`src/inc/art_defines.svh`:
```
// Offsets, field positions, reset values and counts for the result/threshold register group.
// Assumes a 5-bit register address and 8-bit register data.
`ifndef ART_DEFINES_SVH
`define ART_DEFINES_SVH

// ****************************************
// Register offsets
// ****************************************
`define ART_ADDR_RES_HIGH 5'h09
`define ART_ADDR_RES_LOW 5'h0a
`define ART_ADDR_THRESH 5'h0b
`define ART_ADDR_SELECT 5'h0c
`define ART_ADDR_CMP 5'h0d

// ****************************************
// Field positions and reset values
// ****************************************
`define ART_RES_HIGH_TOP 11
`define ART_RES_HIGH_BOT 4
`define ART_RES_LOW_TOP 3
`define ART_RES_LOW_BOT 0
`define ART_LOW_PAD 4'h0
`define ART_RESET_BYTE 8'h00
`define ART_RESET_RESULT 12'h000
`define ART_UNMAPPED_BYTE 8'h00

// ****************************************
// Timing and analog model counts
// ****************************************
`define ART_LOAD_EDGE 6'd39
`define ART_CNT_ZERO 6'h00
`define ART_CNT_ONE 6'h01
`define ART_HYST_MV 112
`define ART_CODE_PER_V 51
`define ART_HYST_CODES ((`ART_HYST_MV * `ART_CODE_PER_V) / 1000)

`endif

```
`src/inc/art_pkg.sv`:
```
// Types shared by the result/threshold register group.
// Assumes the constants of art_defines.svh.
package art_pkg;

  typedef enum logic {
    CONV_IDLE,
    CONV_BUSY
  } art_conv_e;

  // One register access from the host register port
  typedef struct packed {
    logic wr;
    logic rd;
    logic [4:0] addr;
    logic [7:0] wdata;
  } art_req_s;

  // Eight bank comparator input levels, in threshold code units
  typedef logic [7:0][7:0] art_level_t;

endpackage : art_pkg

```
`src/rtl/art_regs.sv`:
```
// Result, threshold and bank comparator registers of the telemetry controller.
// Assumes host accesses arrive as one-cycle requests synchronous to clk.
`timescale 1ns/1ns
`include "art_defines.svh"

module art_regs
(
  // Clock and reset
  input wire logic clk,
  input wire logic rst_b,
  // Host register port
  input wire art_pkg::art_req_s reg_req,
  output logic [7:0] reg_rdata,
  // Converter side
  input wire logic conv_start,
  input wire logic [11:0] conv_value,
  // Bank comparator inputs
  input wire art_pkg::art_level_t bank_level,
  // Analog controls
  output logic [7:0] dac_code,
  output logic [7:0] bank_select
);

  // ****************************************
  // Decode helpers
  // ****************************************
  function automatic logic addr_hit(input logic [4:0] addr, input logic [4:0] target);
    addr_hit = (addr == target);
  endfunction : addr_hit

  // ****************************************
  // State
  // ****************************************
  art_pkg::art_conv_e conv_q;
  art_pkg::art_conv_e conv_d;
  logic [5:0] cnt_q;
  logic [5:0] cnt_d;
  logic [11:0] result_q;
  logic [11:0] result_d;
  logic [7:0] thresh_q;
  logic [7:0] thresh_d;
  logic [7:0] select_q;
  logic [7:0] select_d;
  logic [7:0] cmp_q;
  logic [7:0] cmp_d;
  logic [7:0] rdata_q;
  logic [7:0] rdata_d;
  logic load;

  // ****************************************
  // Conversion edge counter and result load
  // ****************************************
  // The converter value is taken as a whole word, so the two halves never mix
  assign load = (conv_q == art_pkg::CONV_BUSY) && (cnt_q == (`ART_LOAD_EDGE - `ART_CNT_ONE));

  always_comb
  begin
    conv_d = conv_q;
    cnt_d = cnt_q;
    result_d = result_q;
    case (conv_q)
      art_pkg::CONV_IDLE:
      begin
        if (conv_start)
        begin
          conv_d = art_pkg::CONV_BUSY;
          cnt_d = `ART_CNT_ZERO;
        end
      end
      art_pkg::CONV_BUSY:
      begin
        // A start during a conversion is ignored
        cnt_d = cnt_q + `ART_CNT_ONE;
        if (load)
        begin
          result_d = conv_value;
          conv_d = art_pkg::CONV_IDLE;
          cnt_d = `ART_CNT_ZERO;
        end
      end
      default:
      begin
        conv_d = art_pkg::CONV_IDLE;
        cnt_d = `ART_CNT_ZERO;
      end
    endcase
  end

  always_ff @(posedge clk)
  begin
    if (!rst_b)
    begin
      conv_q <= art_pkg::CONV_IDLE;
      cnt_q <= `ART_CNT_ZERO;
      result_q <= `ART_RESET_RESULT;
    end
    else
    begin
      conv_q <= conv_d;
      cnt_q <= cnt_d;
      result_q <= result_d;
    end
  end

  // ****************************************
  // Writable registers and read port
  // ****************************************
  // Writes to 9, 10 and 13 fall through and change nothing
  always_comb
  begin
    thresh_d = thresh_q;
    select_d = select_q;
    rdata_d = rdata_q;
    if (reg_req.wr && addr_hit(reg_req.addr, `ART_ADDR_THRESH))
    begin
      thresh_d = reg_req.wdata;
    end
    if (reg_req.wr && addr_hit(reg_req.addr, `ART_ADDR_SELECT))
    begin
      select_d = reg_req.wdata;
    end
    if (reg_req.rd)
    begin
      // Reads only load the read latch, nothing else moves
      if (addr_hit(reg_req.addr, `ART_ADDR_RES_HIGH))
      begin
        rdata_d = result_q[`ART_RES_HIGH_TOP:`ART_RES_HIGH_BOT];
      end
      else if (addr_hit(reg_req.addr, `ART_ADDR_RES_LOW))
      begin
        rdata_d = {`ART_LOW_PAD, result_q[`ART_RES_LOW_TOP:`ART_RES_LOW_BOT]};
      end
      else if (addr_hit(reg_req.addr, `ART_ADDR_THRESH))
      begin
        rdata_d = thresh_q;
      end
      else if (addr_hit(reg_req.addr, `ART_ADDR_SELECT))
      begin
        rdata_d = select_q;
      end
      else if (addr_hit(reg_req.addr, `ART_ADDR_CMP))
      begin
        rdata_d = cmp_q;
      end
      else
      begin
        rdata_d = `ART_UNMAPPED_BYTE;
      end
    end
  end

  always_ff @(posedge clk)
  begin
    if (!rst_b)
    begin
      thresh_q <= `ART_RESET_BYTE;
      select_q <= `ART_RESET_BYTE;
      rdata_q <= `ART_RESET_BYTE;
    end
    else
    begin
      thresh_q <= thresh_d;
      select_q <= select_d;
      rdata_q <= rdata_d;
    end
  end

  // ****************************************
  // Bank comparators
  // ****************************************
  // Digital stand-in for the analog comparators; hysteresis rounded down to whole codes
  localparam logic [8:0] HYST = 9'(`ART_HYST_CODES);

  generate
    for (genvar i = 0; i < 8; i++)
    begin : g_cmp
      always_comb
      begin
        cmp_d[i] = (bank_level[i] > thresh_q) ||
                   (cmp_q[i] && (({1'b0, bank_level[i]} + HYST) >= {1'b0, thresh_q}));
      end

    end
  endgenerate

  always_ff @(posedge clk)
  begin
    if (!rst_b)
    begin
      cmp_q <= `ART_RESET_BYTE;
    end
    else
    begin
      cmp_q <= cmp_d;
    end
  end

  // ****************************************
  // Outputs
  // ****************************************
  assign reg_rdata = rdata_q;
  // Code reaches the DAC unchanged; its transfer is code / 51 volts
  assign dac_code = thresh_q;
  assign bank_select = select_q;
endmodule : art_regs

```
`config.mk`:
```
export PLATFORM = sky130hd
export DESIGN_NAME = art_regs
export DESIGN_NICKNAME = d
export VERILOG_FILES = /design/src/inc/art_pkg.sv /design/src/rtl/art_regs.sv
export VERILOG_INCLUDE_DIRS = /design/src /design/src/inc
export SDC_FILE = /design/constraint.sdc
export NUM_CORES = 1
export LEC_CHECK = 0
export ABC_AREA = 1
export BUFFER_PORTS_ARGS = -buffer_cell sky130_fd_sc_hd__buf_2
export CORE_MARGIN = 2
export CORE_UTILIZATION = 43
export DETAILED_ROUTE_END_ITERATION = 6
export PLACE_DENSITY_LB_ADDON = 0.08
export SLEW_MARGIN = 5
export SYNTH_ARGS = -nofsm -noshare
export SYNTH_HDL_FRONTEND = slang
export SYNTH_SLANG_ARGS = --single-unit
```
`constraint.sdc`:
```
create_clock -name clk -period 6.13 [get_ports clk]
set_clock_uncertainty 0.05 [all_clocks]
set_input_delay 1.839 -clock clk [delete_from_list [all_inputs] [get_ports clk]]
set_output_delay 1.839 -clock clk [all_outputs]
set_load 0.005 [all_outputs]
```
# == After elaboration in Yosys (flattened, before gate mapping) ==
# Index checks and enable logic that the tools add are counted.
# op_classes
n_addsub,9
muxes,11
n_reduce_logical,20
n_lt_le_gt_ge,16
eq_ne,7
bitwise_logic,1
# ops
operator,count
8-bit by 3-bit adder with 9-bit output (second input constant),8
9-bit by 8-bit greater-or-equal comparator with 1-bit output,8
8-bit > comparator,8
8-bit two-way mux,5
5-bit by 4-bit == test with 1-bit output (second input constant),5
6-bit two-way mux,2
6-bit case mux with 2 select lines,1
1-bit logical AND,11
1-bit logical OR,8
6-bit by 1-bit adder with 6-bit output (second input constant),1
6-bit == test (second input constant),1
1-bit two-way mux,2
2-bit inequality test (second input constant),1
1-bit case mux with 2 select lines,1
2-bit AND reduction,1
1-bit NOT,1
# word_totals
register_bits,51
input_bits,94

# == Logic depth before layout (Yosys ltp) ==
# logic_depth
word_depth,6
depth_mapped,17
depth_no_buf,17

# == Worst setup path after synthesis ==
# OpenSTA, ideal clock, no wires.
# synth_path
path_kind,input-to-reg
from,input bank_level[0] (netlist bit)
to,register cmp_q[0]
required_ns,5.948
setup_ns,0.132
slack_ns,2.656
n_path_buf,0
t_arrival_ns,3.292
path_stages,14
cell_sequence,ha_1 nor2_1 nor2_2 nand3_1 xor2_1 inv_1 ha_1 a21o_1 nand3_1 nand2_1 nor2_1 nand3_1 nand2_1 a21oi_1
# synth_via
elab_chain_len,4
word_cells_on_any_way,5
classes_between,add/sub: 1; order compare: 2; reduce/logical: 2
# synth_lines
item,line,source
start: declaration,art_regs.sv:18,"input wire art_pkg::art_level_t bank_level,"
8-bit by 3-bit adder with 9-bit output,art_regs.sv:180,"(cmp_q[i] && (({1'b0, bank_level[i]} + HYST) >= {1'b0, thresh_q}));"
9-bit by 8-bit greater-or-equal comparator with 1-bit output,art_regs.sv:180,
1-bit logical AND,art_regs.sv:180,
1-bit logical OR (*),art_regs.sv:179,cmp_d[i] = (bank_level[i] > thresh_q) ||
end signal: assignment,art_regs.sv:190,cmp_q <= `ART_RESET_BYTE;
end signal: assignment,art_regs.sv:194,cmp_q <= cmp_d;
end: declaration,art_regs.sv:44,logic [7:0] cmp_q;
# Mark *: on every way between the ends. The rest lies on a longest branch, timed or not.
# A chain may end at the register's enable or synchronous reset.

# == Worst setup path after layout ==
# layout_path
from,input bank_level[16] (netlist bit)
to,register cmp_q[2]
# The elaborated chain is that of the path after synthesis.

==> metrics.md <==
| Metric | Value |
|---|---|
| Status | completed |
| Worst endpoint data arrival time | 3.68 ns |
| Number of setup buffers added after CTS | 0 |
| Fin cells | 1,222 |
| Critical path endpoint category | flip-flop |
| WS Path Type | in -> reg |
| Maximum vdd drop | 134 uV |
| Origin of the worst setup path | bank_level[16] |
| First-pass iteration count of the detailed router | 4 |
| Post-synth top cells | 159 x nand2_1, 138 x ha_1, 123 x inv_1 |
| Footprint of the multi-input gates | 0.00472 mm^2 |
| Most common cell in the netlist | nand2_1 |
| Gr ovfl total | 0 |
| Placer Congestion | 0.838 |
| Min-Delay Path Class | reg -> reg |
| Die Y | 125 um |
| Antenna violations before repair | 3 |
| Number of synthesized flops with an enable pin | 0 |
| Fin crit period | 3.52 ns |
| Storage cell area | 0.00102 mm^2 |
| Clock root cell | clkbuf_16 |
| Final nets | 1,267 |
| Setup WS post-layout | 2.61 ns |
| CTS sink cnt | 51 |
| Area Overhead vs Synth | 14.9% |
| Post-Syn Area | 0.00628 mm^2 |
| MaxCap Viol Count | 0 |
| Share of cells above drive strength 1 | 0.147 |
| Setup tns final | 0 ns |
| CTS tree | built |
| CP max stage delay | 0.28 ns |
| Slowest-stage cell, CP | ha_1 |
| Yosys cell types | 34 |
| Synth Area in Adders | 0.275 |
| CP max FO | 4 |
| Synth Area in Simple Gates | 0.255 |
| Pleak | 3.72 nW |
| PostCTS Resize Cnt | 0 |
| Routed Antenna Nets | 0 |
| CTS Buf Count | 5 |
| # hold bufs at CTS | 0 |
| Max-slew violation count | 0 |
| Syn_area_per_cell | 6.83 um^2 |
| Later-pin clock latency in the skew report | 0.29 ns |
| Place WS | 2.34 ns |
| Fillers | 1,596 |
| Hold_sp | result_q[11]$_SDFFE_PN0P_ |
| Top-level I/O count | 118 |
| Setup crit start kind | primary input |
| Worst-path clk slew | 0.07 ns |
| Area share of the largest cell type after synthesis | 0.275 |
| Compound-Gate Fraction of Synth Area | 0.153 |
| Largest area contributor in the netlist | ha_1 |
| Initial Utilization | 0.435 |
| Core area | 0.0144 mm^2 |
| Largest family of logic cells by synthesized area | adder cells |
| IO Port Bufs | 117 |
| Final setup viols | 0 |
| Site Rows | 44 |
| Worst r2r src | dac_code[1]$_SDFFE_PN0P_ |
| Xor-xnor portion of the synthesized cell area | 0.0683 |
| Yosys warns | 0 |
| RSZ-0062 raised after global routing | no |
| Pin slew with the least headroom to its limit | 1.02 ns |
| Largest net degree at the start of global routing | 39 |
| Final wirelength | 16,300 um |
| CP most frequent cell | nand2_1 |
| First-pass GRT wire length | 27,200 um |
| Die area | 0.0156 mm^2 |
| DRC Markers | 0 |
| Tcrit/Tclk final | 0.574 |
| Longest Clk Path Bufs | 2 |
| Via/cell ratio | 4.98 |
| Drt wl/cell | 13.4 um |
| Synth top area cells | ha_1 27%, dfxtp_1 16%, nand2_1 9.5% |
| Final hold violations | 0 |
| Vias in the first global route | 5,629 |
| PwrDens | 141 mW/mm^2 |
| Post-DP HPWL | 12,700 um |
| Peak Freq | 284 MHz |
| Overall Global Routing Usage | 0.209 |
| Iteration-0 DRC Markers | 257 |
| Async SR Flop Fraction | 0 |
| H-Tree Depth | 2 |
| Post-synthesis net count | 1,152 |
| Final core area utilization | 0.500 |
| Seq/Total Area, Yosys | 0.163 |
| Post-Syn Instances | 920 |
| Critical Path, Cell by Cell | buf_2 -> ha_1 -> nor2_1 -> nor2_1 -> nand2_1 -> xor2_1 -> inv_1 -> ha_1 -> nand2_1 -> inv_1 -> nand3_1 -> nor2_1 -> nor2_1 -> nand3_1 -> nand2_1 -> nand2_1 -> nand2_1 -> a21oi_1 |
| Top_reg_cell synth | dfxtp_1 |
| Post-synthesis mux area share | 0 |
| FF+latch count, synth | 51 |
| Inst Count DP | 1,212 |
| Max-slew headroom at the worst pin | 0.316 |
| Critical Path RT | 6.29 ns |
| DR vias | 6,084 |
| Die Wd | 125 um |
report_power, final:
group	switching [W]	internal [W]	leakage, nW	total, W
Clock	0.000129	0.000193	0.0838	0.000322
Sequential	0.00000793	0.000342	0.416	0.000349
Combinational	0.000195	0.000149	3.22	0.000344
kinds of logic after synthesis:
group | after synthesis
AOI/OAI and AO/OA | 172
DFF | 51
adders and majority gates | 138
buffers and inverters | 138
and+or+nand+nor | 372
xor gates and xnor gates | 49
per-layer routing:
metal	GRT usage	part of all wire	up-vias
met5	0	0.00043	-
met4	0.0281	0.0086	2
met3	0.0258	0.038	10
met2	0.362	0.46	100
met1	0.286	0.50	2673
li1	-	-	3299
worst max-delay path, delay by kind of cell:
kind,cells,cell delay [ns]
buffers and inverters,3,0.26
and+or+nand+nor,11,0.86
AOI/OAI and AO/OA,1,0.12
xor gates and xnor gates,1,0.14
adders and majority gates,2,0.46
final timing paths:
| path | to | slack [ns] | cells past startpoint |
|---|---|---|---|
| max reg2reg | cmp_q[5]$_SDFF_PN0_ | 3.92 | 8 |
| min reg2reg | result_q[11]$_SDFFE_PN0P_ | 0.40 | 2 |
| max | cmp_q[2]$_SDFF_PN0_ | 2.61 | 18 |
| min | result_q[11]$_SDFFE_PN0P_ | 0.40 | 2 |
sequential cells by signal, summed over array words and instances (netlist names):
register / flops
result_q: 12
dac_code: 8
bank_select: 8
cnt_q: 6
reg_rdata: 8
cmp_q: 8
conv_q: 1
placed cells by master (no fill, tap or decap), types with 2 or more instances in the layout:
cell,count
a211oi_1,4
diode_2,2
a21oi_2,4
nor2_2,11
clkbuf_16,5
o21ai_1,9
nand3_1,52
xor2_1,32
nor3_1,5
ha_1,138
xnor2_1,17
a21oi_1,70
a41oi_1,2
dfxtp_1,51
o21ai_0,54
a21o_1,23
nor2_1,116
inv_2,5
buf_2,117
nand3b_1,2
a31oi_1,4
nand4_1,19
nand3_2,2
inv_1,123
nand2_1,159
final cells by class:
cell class                      count  area share
Antenna cell                        2    0.000693
Clock inverter                      3     0.00607
Tap cell                          184      0.0319
Inverter                          129      0.0674
Timing Repair Buffer              117      0.0811
Clock buffer                        5      0.0173
Multi-Input combinational cell    731       0.654
Sequential cell                    51       0.141
metrics by stage:
step           area, um^2  total power, W  hold WS (ns)
2_1_floorplan        6280        0.000591         0.383
3_3_place_gp         7040        0.000699         0.393
3_5_place_dp         7040        0.000701         0.395
4_1_cts              7210         0.00103         0.406
5_1_grt              7210         0.00110         0.430
6_report             7220         0.00102         0.403
Power figures use the tool's default switching activity.
